===== src/pkg/ccpu_pkg.sv =====
// Package with register map, field layout, mode codes and bus carriers.
package ccpu_pkg;

  // ==========================================================================
  // Register indexes; byte address is four times the index.
  // ==========================================================================
  localparam logic [7:0] IDX_FLAG1 = 8'h0c;
  localparam logic [7:0] IDX_FLAG2 = 8'h0d;
  localparam logic [7:0] IDX_LOW1 = 8'h15;
  localparam logic [7:0] IDX_HIGH1 = 8'h16;
  localparam logic [7:0] IDX_CTRL1 = 8'h17;
  localparam logic [7:0] IDX_LOW2 = 8'h1b;
  localparam logic [7:0] IDX_HIGH2 = 8'h1c;
  localparam logic [7:0] IDX_CTRL2 = 8'h1d;

  // ==========================================================================
  // Field positions and reset values.
  // ==========================================================================
  localparam int FLAG1_BIT = 2;
  localparam int FLAG2_BIT = 0;
  localparam int DUTY_LSB = 4;
  localparam int MODE_MSB = 3;
  localparam logic [7:0] CTRL_RESET = 8'h00;
  localparam logic [7:0] CTRL_WMASK = 8'h3f;
  localparam logic [7:0] VALUE_RESET = 8'h00;
  localparam logic [3:0] PRESC_RESET = 4'h0;
  localparam logic [3:0] PRESC_LAST16 = 4'hf;
  localparam logic [1:0] PRESC_LAST4 = 2'h3;

  // ==========================================================================
  // Mode select codes.
  // ==========================================================================
  localparam logic [3:0] MODE_OFF = 4'h0;
  localparam logic [3:0] MODE_CAP_FALL = 4'h4;
  localparam logic [3:0] MODE_CAP_RISE = 4'h5;
  localparam logic [3:0] MODE_CAP_RISE4 = 4'h6;
  localparam logic [3:0] MODE_CAP_RISE16 = 4'h7;
  localparam logic [3:0] MODE_CMP_HIGH = 4'h8;
  localparam logic [3:0] MODE_CMP_LOW = 4'h9;
  localparam logic [3:0] MODE_CMP_FLAG = 4'ha;
  localparam logic [3:0] MODE_CMP_TRIG = 4'hb;
  localparam logic [1:0] GROUP_CAPTURE = 2'h1;
  localparam logic [1:0] GROUP_COMPARE = 2'h2;
  localparam logic [1:0] GROUP_PWM = 2'h3;

  // ==========================================================================
  // Bus answer codes and register select codes.
  // ==========================================================================
  localparam logic [1:0] RESP_OKAY = 2'h0;
  localparam logic [1:0] RESP_SLVERR = 2'h2;
  localparam logic [3:0] SEL_NONE = 4'h0;
  localparam logic [3:0] SEL_FLAG1 = 4'h1;
  localparam logic [3:0] SEL_FLAG2 = 4'h2;
  localparam logic [3:0] SEL_LOW1 = 4'h3;
  localparam logic [3:0] SEL_HIGH1 = 4'h4;
  localparam logic [3:0] SEL_CTRL1 = 4'h5;
  localparam logic [3:0] SEL_LOW2 = 4'h6;
  localparam logic [3:0] SEL_HIGH2 = 4'h7;
  localparam logic [3:0] SEL_CTRL2 = 4'h8;

  // ==========================================================================
  // AXI4-Lite carriers.
  // ==========================================================================
  typedef struct packed {
    logic awvalid;
    logic [31:0] awaddr;
    logic wvalid;
    logic [31:0] wdata;
    logic [3:0] wstrb;
    logic bready;
    logic arvalid;
    logic [31:0] araddr;
    logic rready;
  } ccpu_axi_req_type;

  typedef struct packed {
    logic awready;
    logic wready;
    logic bvalid;
    logic [1:0] bresp;
    logic arready;
    logic rvalid;
    logic [31:0] rdata;
    logic [1:0] rresp;
  } ccpu_axi_rsp_type;

endpackage : ccpu_pkg


===== src/design/ccpu_top.sv =====
// Two capture/compare/PWM channels behind an AXI4-Lite register slave.
`timescale 1ns/1ps
module ccpu_top (
  // Clock and reset.
  input wire logic clock_in,
  input wire logic rst_n_in,
  // Register bus.
  input wire ccpu_pkg::ccpu_axi_req_type axi_req_in,
  output ccpu_pkg::ccpu_axi_rsp_type axi_rsp_out,
  // Channel pins.
  input wire logic [1:0] capture_pin_in,
  output logic [1:0] channel_pin_out,
  // Sixteen-bit timer.
  input wire logic [15:0] sixteen_bit_timer_in,
  output logic timer_reset_out,
  output logic timer_overflow_block_out,
  // Eight-bit timer and period.
  input wire logic [7:0] eight_bit_timer_in,
  input wire logic [7:0] pwm_period_in,
  input wire logic timer_increment_in,
  input wire logic [1:0] phase_bits_in,
  output logic eight_bit_timer_clear_out,
  // Converter.
  input wire logic converter_enable_in,
  output logic converter_start_out
);
  import ccpu_pkg::*;

  // ==========================================================================
  // Helper functions.
  // ==========================================================================
  // Map a byte address to a register select code.
  function automatic logic [3:0] decode(input logic [31:0] addr);
    logic [29:0] idx;
    idx = addr[31:2];
    if (idx == {22'h000000, IDX_FLAG1}) decode = SEL_FLAG1;
    else if (idx == {22'h000000, IDX_FLAG2}) decode = SEL_FLAG2;
    else if (idx == {22'h000000, IDX_LOW1}) decode = SEL_LOW1;
    else if (idx == {22'h000000, IDX_HIGH1}) decode = SEL_HIGH1;
    else if (idx == {22'h000000, IDX_CTRL1}) decode = SEL_CTRL1;
    else if (idx == {22'h000000, IDX_LOW2}) decode = SEL_LOW2;
    else if (idx == {22'h000000, IDX_HIGH2}) decode = SEL_HIGH2;
    else if (idx == {22'h000000, IDX_CTRL2}) decode = SEL_CTRL2;
    else decode = SEL_NONE;
  endfunction : decode

  // Mode group of a control byte.
  function automatic logic [1:0] group_of(input logic [7:0] ctrl);
    group_of = ctrl[MODE_MSB -: 2];
  endfunction : group_of

  // ==========================================================================
  // AXI4-Lite write path.
  // ==========================================================================
  logic aw_held;
  logic [31:0] aw_addr;
  logic w_held;
  logic [31:0] w_data;
  logic [3:0] w_strb;
  logic b_valid;
  logic [1:0] b_resp;
  wire aw_take = axi_req_in.awvalid && !aw_held && !b_valid;
  wire w_take = axi_req_in.wvalid && !w_held && !b_valid;
  wire do_write = aw_held && w_held && !b_valid;
  wire [3:0] wr_sel = decode(aw_addr);
  // Only byte lane 0 carries the eight-bit registers.
  wire wr_en = do_write && w_strb[0];
  wire [7:0] wr_byte = w_data[7:0];

  // Address and data are held separately so either may arrive first.
  always_ff @(posedge clock_in) begin
    if (!rst_n_in) begin
      aw_held <= 1'b0;
      aw_addr <= 32'h00000000;
      w_held <= 1'b0;
      w_data <= 32'h00000000;
      w_strb <= 4'h0;
    end else begin
      if (aw_take) begin
        aw_held <= 1'b1;
        aw_addr <= axi_req_in.awaddr;
      end else if (do_write) begin
        aw_held <= 1'b0;
      end
      if (w_take) begin
        w_held <= 1'b1;
        w_data <= axi_req_in.wdata;
        w_strb <= axi_req_in.wstrb;
      end else if (do_write) begin
        w_held <= 1'b0;
      end
    end
  end

  // Write response; an unmapped address answers with a slave error.
  always_ff @(posedge clock_in) begin
    if (!rst_n_in) begin
      b_valid <= 1'b0;
      b_resp <= RESP_OKAY;
    end else if (do_write) begin
      b_valid <= 1'b1;
      b_resp <= (wr_sel == SEL_NONE) ? RESP_SLVERR : RESP_OKAY;
    end else if (b_valid && axi_req_in.bready) begin
      b_valid <= 1'b0;
    end
  end

  // ==========================================================================
  // Channel state arrays.
  // ==========================================================================
  logic [7:0] ctrl [2];
  logic [7:0] val_low [2];
  logic [7:0] val_high [2];
  logic [1:0] duty_latch [2];
  logic flag [2];
  logic out_latch [2];
  logic [2:0] pin_sync [2];
  logic [3:0] presc [2];
  logic match_q [2];
  logic trig_q [2];

  // Shared period end for both channels of the eight-bit timer base.
  wire period_end = timer_increment_in &&
    (eight_bit_timer_in == pwm_period_in);

  // ==========================================================================
  // Per channel logic.
  // ==========================================================================
  for (genvar ch = 0; ch < 2; ch++) begin : g_chan
    wire [3:0] mode = ctrl[ch][MODE_MSB:0];
    wire [1:0] grp = group_of(ctrl[ch]);
    wire is_off = (mode == MODE_OFF);
    wire is_cap = (grp == GROUP_CAPTURE);
    wire is_cmp = (grp == GROUP_COMPARE);
    wire is_pwm = (grp == GROUP_PWM);
    wire [3:0] sel_low = (ch == 0) ? SEL_LOW1 : SEL_LOW2;
    wire [3:0] sel_high = (ch == 0) ? SEL_HIGH1 : SEL_HIGH2;
    wire [3:0] sel_ctrl = (ch == 0) ? SEL_CTRL1 : SEL_CTRL2;
    wire [3:0] sel_flag = (ch == 0) ? SEL_FLAG1 : SEL_FLAG2;
    wire [2:0] flag_pos = (ch == 0) ? 3'(FLAG1_BIT) : 3'(FLAG2_BIT);
    // Edge pulses look only at the second and third stages.
    wire rise = pin_sync[ch][1] && !pin_sync[ch][2];
    wire fall = !pin_sync[ch][1] && pin_sync[ch][2];
    wire cap_evt = is_cap && (
      ((mode == MODE_CAP_FALL) && fall) ||
      ((mode == MODE_CAP_RISE) && rise) ||
      ((mode == MODE_CAP_RISE4) && rise &&
        (presc[ch][1:0] == PRESC_LAST4)) ||
      ((mode == MODE_CAP_RISE16) && rise &&
        (presc[ch] == PRESC_LAST16)));
    wire match = is_cmp &&
      (sixteen_bit_timer_in == {val_high[ch], val_low[ch]});
    // One event per match so a stopped timer does not refire every cycle.
    wire cmp_evt = match && !match_q[ch];
    wire [9:0] next_duty = {val_low[ch], ctrl[ch][DUTY_LSB +: 2]};
    // The clear is registered, so it is armed one count early; the pin
    // then drops on the duty count itself and duty n gives n high counts.
    wire [9:0] duty_prev = {val_high[ch], duty_latch[ch]} - 10'h001;
    wire duty_hit = ({eight_bit_timer_in, phase_bits_in} ==
      duty_prev);
    wire pwm_latch = is_pwm && period_end;
    wire flag_wr = wr_en && (wr_sel == sel_flag);

    // Pin synchroniser, three stages for edge detection.
    always_ff @(posedge clock_in) begin
      if (!rst_n_in) begin
        pin_sync[ch] <= 3'h0;
      end else begin
        pin_sync[ch] <= {pin_sync[ch][1:0], capture_pin_in[ch]};
      end
    end

    // Control register; upper two bits never store.
    always_ff @(posedge clock_in) begin
      if (!rst_n_in) begin
        ctrl[ch] <= CTRL_RESET;
      end else if (wr_en && (wr_sel == sel_ctrl)) begin
        ctrl[ch] <= wr_byte & CTRL_WMASK;
      end
    end

    // Low byte: capture wins over a software write in the same cycle.
    always_ff @(posedge clock_in) begin
      if (!rst_n_in) begin
        val_low[ch] <= VALUE_RESET;
      end else if (cap_evt) begin
        val_low[ch] <= sixteen_bit_timer_in[7:0];
      end else if (wr_en && (wr_sel == sel_low)) begin
        val_low[ch] <= wr_byte;
      end
    end

    // High byte doubles as the active duty buffer in PWM mode.
    always_ff @(posedge clock_in) begin
      if (!rst_n_in) begin
        val_high[ch] <= VALUE_RESET;
        duty_latch[ch] <= 2'h0;
      end else if (cap_evt) begin
        val_high[ch] <= sixteen_bit_timer_in[15:8];
      end else if (pwm_latch) begin
        val_high[ch] <= next_duty[9:2];
        duty_latch[ch] <= next_duty[1:0];
      end else if (wr_en && (wr_sel == sel_high) && !is_pwm) begin
        val_high[ch] <= wr_byte;
      end
    end

    // Prescaler counts rising edges in any capture mode.
    // A direct change of prescale keeps the count running.
    always_ff @(posedge clock_in) begin
      if (!rst_n_in || !is_cap) begin
        presc[ch] <= PRESC_RESET;
      end else if (rise) begin
        presc[ch] <= presc[ch] + 4'h1;
      end
    end

    // Event flag: a hardware set wins over a software clear.
    always_ff @(posedge clock_in) begin
      if (!rst_n_in) begin
        flag[ch] <= 1'b0;
      end else if (cap_evt || cmp_evt) begin
        flag[ch] <= 1'b1;
      end else if (flag_wr) begin
        flag[ch] <= w_data[flag_pos];
      end
    end

    // Compare/PWM output latch, separate from any port data latch.
    always_ff @(posedge clock_in) begin
      if (!rst_n_in || is_off) begin
        out_latch[ch] <= 1'b0;
      end else if (cmp_evt && (mode == MODE_CMP_HIGH)) begin
        out_latch[ch] <= 1'b1;
      end else if (cmp_evt && (mode == MODE_CMP_LOW)) begin
        out_latch[ch] <= 1'b0;
      end else if (pwm_latch) begin
        out_latch[ch] <= (next_duty != 10'h000);
      end else if (is_pwm && duty_hit) begin
        out_latch[ch] <= 1'b0;
      end
    end

    // Match history and special event pulse, held clear while off.
    always_ff @(posedge clock_in) begin
      if (!rst_n_in || is_off) begin
        match_q[ch] <= 1'b0;
        trig_q[ch] <= 1'b0;
      end else begin
        match_q[ch] <= match;
        trig_q[ch] <= cmp_evt && (mode == MODE_CMP_TRIG);
      end
    end

    assign channel_pin_out[ch] = out_latch[ch];
  end

  // ==========================================================================
  // Timer and converter outputs.
  // ==========================================================================
  // The trigger uses the timer's reset input, not its rollover path.
  assign timer_reset_out = trig_q[0] || trig_q[1];
  assign timer_overflow_block_out = timer_reset_out;
  assign converter_start_out = trig_q[1] && converter_enable_in;
  assign eight_bit_timer_clear_out = period_end;

  // ==========================================================================
  // AXI4-Lite read path.
  // ==========================================================================
  logic r_valid;
  logic [31:0] r_data;
  logic [1:0] r_resp;
  wire ar_take = axi_req_in.arvalid && !r_valid;
  wire [3:0] rd_sel = decode(axi_req_in.araddr);
  logic [7:0] rd_byte;

  // Read selection; the high bits of every word read as zero.
  always_comb begin
    unique case (rd_sel)
      SEL_FLAG1: rd_byte = 8'(flag[0]) << FLAG1_BIT;
      SEL_FLAG2: rd_byte = 8'(flag[1]) << FLAG2_BIT;
      SEL_LOW1: rd_byte = val_low[0];
      SEL_HIGH1: rd_byte = val_high[0];
      SEL_CTRL1: rd_byte = ctrl[0];
      SEL_LOW2: rd_byte = val_low[1];
      SEL_HIGH2: rd_byte = val_high[1];
      SEL_CTRL2: rd_byte = ctrl[1];
      default: rd_byte = 8'h00;
    endcase
  end

  // Read data is registered at the edge the address is taken.
  always_ff @(posedge clock_in) begin
    if (!rst_n_in) begin
      r_valid <= 1'b0;
      r_data <= 32'h00000000;
      r_resp <= RESP_OKAY;
    end else if (ar_take) begin
      r_valid <= 1'b1;
      r_data <= {24'h000000, rd_byte};
      r_resp <= (rd_sel == SEL_NONE) ? RESP_SLVERR : RESP_OKAY;
    end else if (r_valid && axi_req_in.rready) begin
      r_valid <= 1'b0;
    end
  end

  // Bus answers.
  assign axi_rsp_out.awready = !aw_held && !b_valid;
  assign axi_rsp_out.wready = !w_held && !b_valid;
  assign axi_rsp_out.bvalid = b_valid;
  assign axi_rsp_out.bresp = b_resp;
  assign axi_rsp_out.arready = !r_valid;
  assign axi_rsp_out.rvalid = r_valid;
  assign axi_rsp_out.rdata = r_data;
  assign axi_rsp_out.rresp = r_resp;

endmodule : ccpu_top


===== config.mk =====
export PLATFORM = sky130hd
export DESIGN_NAME = ccpu_top
export DESIGN_NICKNAME = d
export VERILOG_FILES = /design/src/pkg/ccpu_pkg.sv /design/src/design/ccpu_top.sv
export SDC_FILE = /design/constraint.sdc
export NUM_CORES = 1
export LEC_CHECK = 0
export BUFFER_PORTS_ARGS = -buffer_cell sky130_fd_sc_hd__buf_4
export CAP_MARGIN = 20
export CELL_PAD_IN_SITES_DETAIL_PLACEMENT = 0
export CELL_PAD_IN_SITES_GLOBAL_PLACEMENT = 1
export CORE_MARGIN = 5
export CORE_UTILIZATION = 25
export CTS_CLUSTER_DIAMETER = 200
export DETAILED_ROUTE_END_ITERATION = 10
export PLACE_DENSITY_LB_ADDON = 0.1
export REMOVE_ABC_BUFFERS = 1
export SKIP_LAST_GASP = 1
export SYNTH_ARGS = -nofsm -noshare
export SYNTH_HDL_FRONTEND = slang
export SYNTH_SLANG_ARGS = --single-unit

===== constraint.sdc =====
create_clock -name clock_in -period 6.75 [get_ports clock_in]
set_input_delay 1.35 -clock clock_in [delete_from_list [all_inputs] [get_ports clock_in]]
set_output_delay 1.35 -clock clock_in [all_outputs]
set_load 0.01 [all_outputs]

==> results by stage <==
Outcome:
- The run finished with clean final reports.

Timing:
- The headroom to the max-slew limit is 0.305.
- The routed design could run at a clock period as short as 3.72 ns.
- The worst hold slack after final layout is 0.439 ns.
- Setup repair after global routing left no endpoint under its margin.
- Derived from the worst setup path, the maximum achievable clock frequency is 269 MHz.
- The largest clock skew in the final design is 0.0151 ns.
- The slew of the pin with the lowest slew margin is 1.03 ns.
- Setup violations remaining at the end of the flow were counted as 0.
- The number of hold violations in the final report came to 0.
- The number of max-slew violations in the final report is 0.
- Dividing the final minimum period by the clock period gives 0.551.
- The setup TNS after final layout is 0 ns.

Worst setup path:
- The worst setup path is captured at an output port.
- In this run the register-to-register setup slack is roughly 3.7 ns.
- The type of the worst setup path is input port to output port.
- The required time of the critical path is 5.40 ns.
- The start point of the critical path is eight_bit_timer_in[2].
- The most numerous cell type found on the critical path is sky130_fd_sc_hd__buf_4.
- For this run, the slowest stage of the critical path takes approximately 0.20 ns.
- The kind of start point of the critical path is an input port.
- The highest net fanout along the worst path is 5.
- In this run the critical register-to-register path is launched from aw_addr[10]$_SDFFE_PN0P_.
- The standard cell with the maximum stage delay on the critical path is sky130_fd_sc_hd__xnor2_1.
- Traced cell by cell, the critical path runs through buf_4, xnor2_1, nand3_1, nor3_1, buf_4, buf_4.
- At the worst endpoint, the arrival time is around 2.4 ns.

Clock network:
- Clock tree synthesis found a total of 123 sinks.
- Counting the buffers created by CTS gives 17.
- The number of gates given a new drive strength after cts is 0.
- The post-CTS setup-driven buffer insertion count is 0.
- The number of hold buffers added after cts is 0.
- The clock-pin slew reported for the worst setup and hold paths after clock tree synthesis is approximately 0.060 ns.
- Counting along the longest clock path gives a buffer depth of 2.
- The number of H-tree branching levels is 4.
- The TritonCTS clock tree is yes.
- For the worst-skew pair, the clock arrives at the later sink with an insertion delay of 0.43 ns.
- The root buffer selected by CTS is sky130_fd_sc_hd__clkbuf_16.

Power and ir drop:
- In this run the static leakage power is 3.59 nW.
- The worst ir drop on vdd is approximately 0.13 mV.
- The areal power density over the cells is 220 nW/um^2.
- The total power draw is 0.00205 W.

Drt:
- For this run, the detailed router's first-pass iteration total came to 5.
- The mean routed wirelength per cell is about 19 um.
- The final routed DRC violation total is 0.
- The number of violations reported at the end of detailed-routing iteration 0 is a little under 400.
- After detailed routing, the number of vias per cell comes to 4.79.
- For this block, the via count after detailed routing is between 6000 and 7000.
- The antenna violation net count after detailed routing is 0.
- Wires add up to 25900 um.

GRT:
- The number of antenna violations at the first check in global routing is 0.
- The largest net degree at the start of global routing is 54.
- The global routing usage summed across all routing layers is 0.153.
- The number of global-route vias before repair came to 6413.
- The first-pass GRT wire length is 39200 um.
- The aggregate global routing overflow is 0.

Placed design:
- In this run the cell area measured after placement is 8680 um^2.
- The routability-driven placement congestion ratio is 0.807.
- The count of port buffers added during placement is 134.
- The final HPWL from detailed placement is 19700 um.

Cells and area:
- The area growth from synthesis to layout is 25.4%.
- The filler cell count in the final layout is around 3200.
- The ratio of cells with drive above 1 in the final layout is 0.210.
- The net count reported at finish is 1096.
- Summing all non-filler instances in the final layout gives an area of between 9000 and 10000 um^2.

Worst hold path:
- The startpoint of the most critical hold path is pin_sync[0][0]$_SDFF_PN0_.
- The worst hold path class is register to register.

Synthesis:
- The average instance in the mapped netlist occupies 8.96 um^2.
- The cell area that synthesis handed to floorplanning was about 7400 um^2.
- Of all cell types, the one taking the most synthesized area is sky130_fd_sc_hd__edfxtp_1.
- By count the netlist is led by sky130_fd_sc_hd__nand2_1, sky130_fd_sc_hd__dfxtp_1, sky130_fd_sc_hd__edfxtp_1, sky130_fd_sc_hd__a21oi_1, sky130_fd_sc_hd__xnor2_1.
- sky130_fd_sc_hd__nand2_1 is the most common cell in the netlist.
- The instance count of the mapped netlist is 830.
- The count of cell types in the netlist is 77.
- The number of synthesized flops with an enable pin is 59.
- In the post-synthesis netlist, the biggest area contributors are sky130_fd_sc_hd__edfxtp_1, sky130_fd_sc_hd__dfxtp_1, sky130_fd_sc_hd__nand2_1, sky130_fd_sc_hd__xnor2_1, sky130_fd_sc_hd__a21oi_1.
- The proportion of synthesized flip-flops having asynchronous set or reset is 0.
- The number of warnings reported in the yosys synthesis log is 0.
- The most used flip-flop cell after synthesis is sky130_fd_sc_hd__dfxtp_1.
- Counting flops and latches in the post-synthesis netlist gives approximately 120.
- The area share of the leading cell type in the synthesized netlist is 0.238.
- For this run, the register share of the synthesized area comes to 0.410.

Die:
- The die height is about 180 um.
- For this design the top-level I/O count stands at 192.
- The die covers approximately 33000 um^2.
- The initial utilization of the core area, before any placement, comes to 0.252.
- The floorplan step defined a core boundary enclosing 29500 um^2.
- The horizontal die dimension is 182 um.
- Row generation in the floorplan step produced 63 rows.

Flow run:
- The number of max-cap violations is 0.
## logic make-up after synthesis
family / Yosys count / synth area share
flip-flops: 123 / 0.410
buffers and inverters: 90 / 0.0634
adder cells (fa/ha/maj): 4 / 0.00673
other: 1 / 0.000504
XOR/XNOR: 75 / 0.0883
AND/OR/NAND/NOR: 341 / 0.242
AO/OA/AOI/OAI: 173 / 0.157
multiplexers: 23 / 0.0320
## placed cells by master, fill, tap and decap left out, drive strengths merged, types with 3 or more instances in the layout
master,instances
o21ai,35
clkbuf,18
nor2,40
nand2,137
buf,141
a21oi,56
nor4b,3
inv,31
nor4,39
nor3,14
nor2b,6
ha,4
mux2,6
a211oi,3
nand3,18
nand2b,8
a31o,4
xnor2,49
nor3b,7
and2,19
edfxtp,59
dfxtp,64
nand4,10
and3b,5
a31oi,8
a22o,19
and4,3
o211a,8
a22oi,13
or3,6
or2,4
a221oi,4
and3,3
conb,26
xor2,26
mux2i,17
nand3b,6
o2111ai,3
clkinv,4
and4b,3
## state kept, by name, summed over array words and instances, names as in the netlist, 6 cells and up
name      cells
aw_addr      30
ctrl         12
pin_sync      6
presc         8
r_data        8
val_high     16
val_low      16
w_data        8
## critical path, delay by kind of cell
family	cells	cell delay (ns)
XOR/XNOR	1	0.20
buffers and inverters	3	0.46
AND/OR/NAND/NOR	2	0.36
## layer usage
| layer | global-route usage | routed length [um] | vias to the layer above |
|---|---|---|---|
| met5 | 0 | 0 | - |
| met4 | 0.0405 | 352 | 0 |
| met3 | 0.0273 | 1240 | 24 |
| met2 | 0.253 | 12200 | 202 |
| met1 | 0.205 | 12000 | 3044 |
| li1 | - | - | 3195 |
## report_power, final
group          total, W  switching (W)  leakage (nW)  internal [W]
Clock          0.000937       0.000393         0.299      0.000544
Sequential     0.000859      0.0000451          1.15      0.000814
Combinational  0.000255       0.000138          2.15      0.000117
## area by class of cell
class                      count  area [um^2]  area share
clock inverter                14          148      0.0158
antenna                        1         2.50    0.000268
tap                          390          488      0.0523
timing repair buffer         141         1080       0.116
sequential                   123         3050       0.327
multi-input combinational    642         4020       0.431
clock buffer                  18          450      0.0483
inverter                      22         82.6     0.00885
## final timing paths
kind | cells after the start | endpoint
setup / recovery | 6 | eight_bit_timer_clear_out
hold / removal | 1 | pin_sync[0][1]$_SDFF_PN0_
setup reg to reg | 5 | val_high[1][3]$_SDFFCE_PN0P_
hold reg to reg | 1 | pin_sync[0][1]$_SDFF_PN0_
## stage by stage
stage	std cells	worst slack (ns)	utilization
detailed placement	1315	3.03	0.295
CTS	1347	3.02	0.315
global route	1350	2.82	0.316
finish	1351	3.03	0.316
global placement	1315	3.01	0.295
floorplan	787	2.84	-
(Power assumes the default switching activity.)
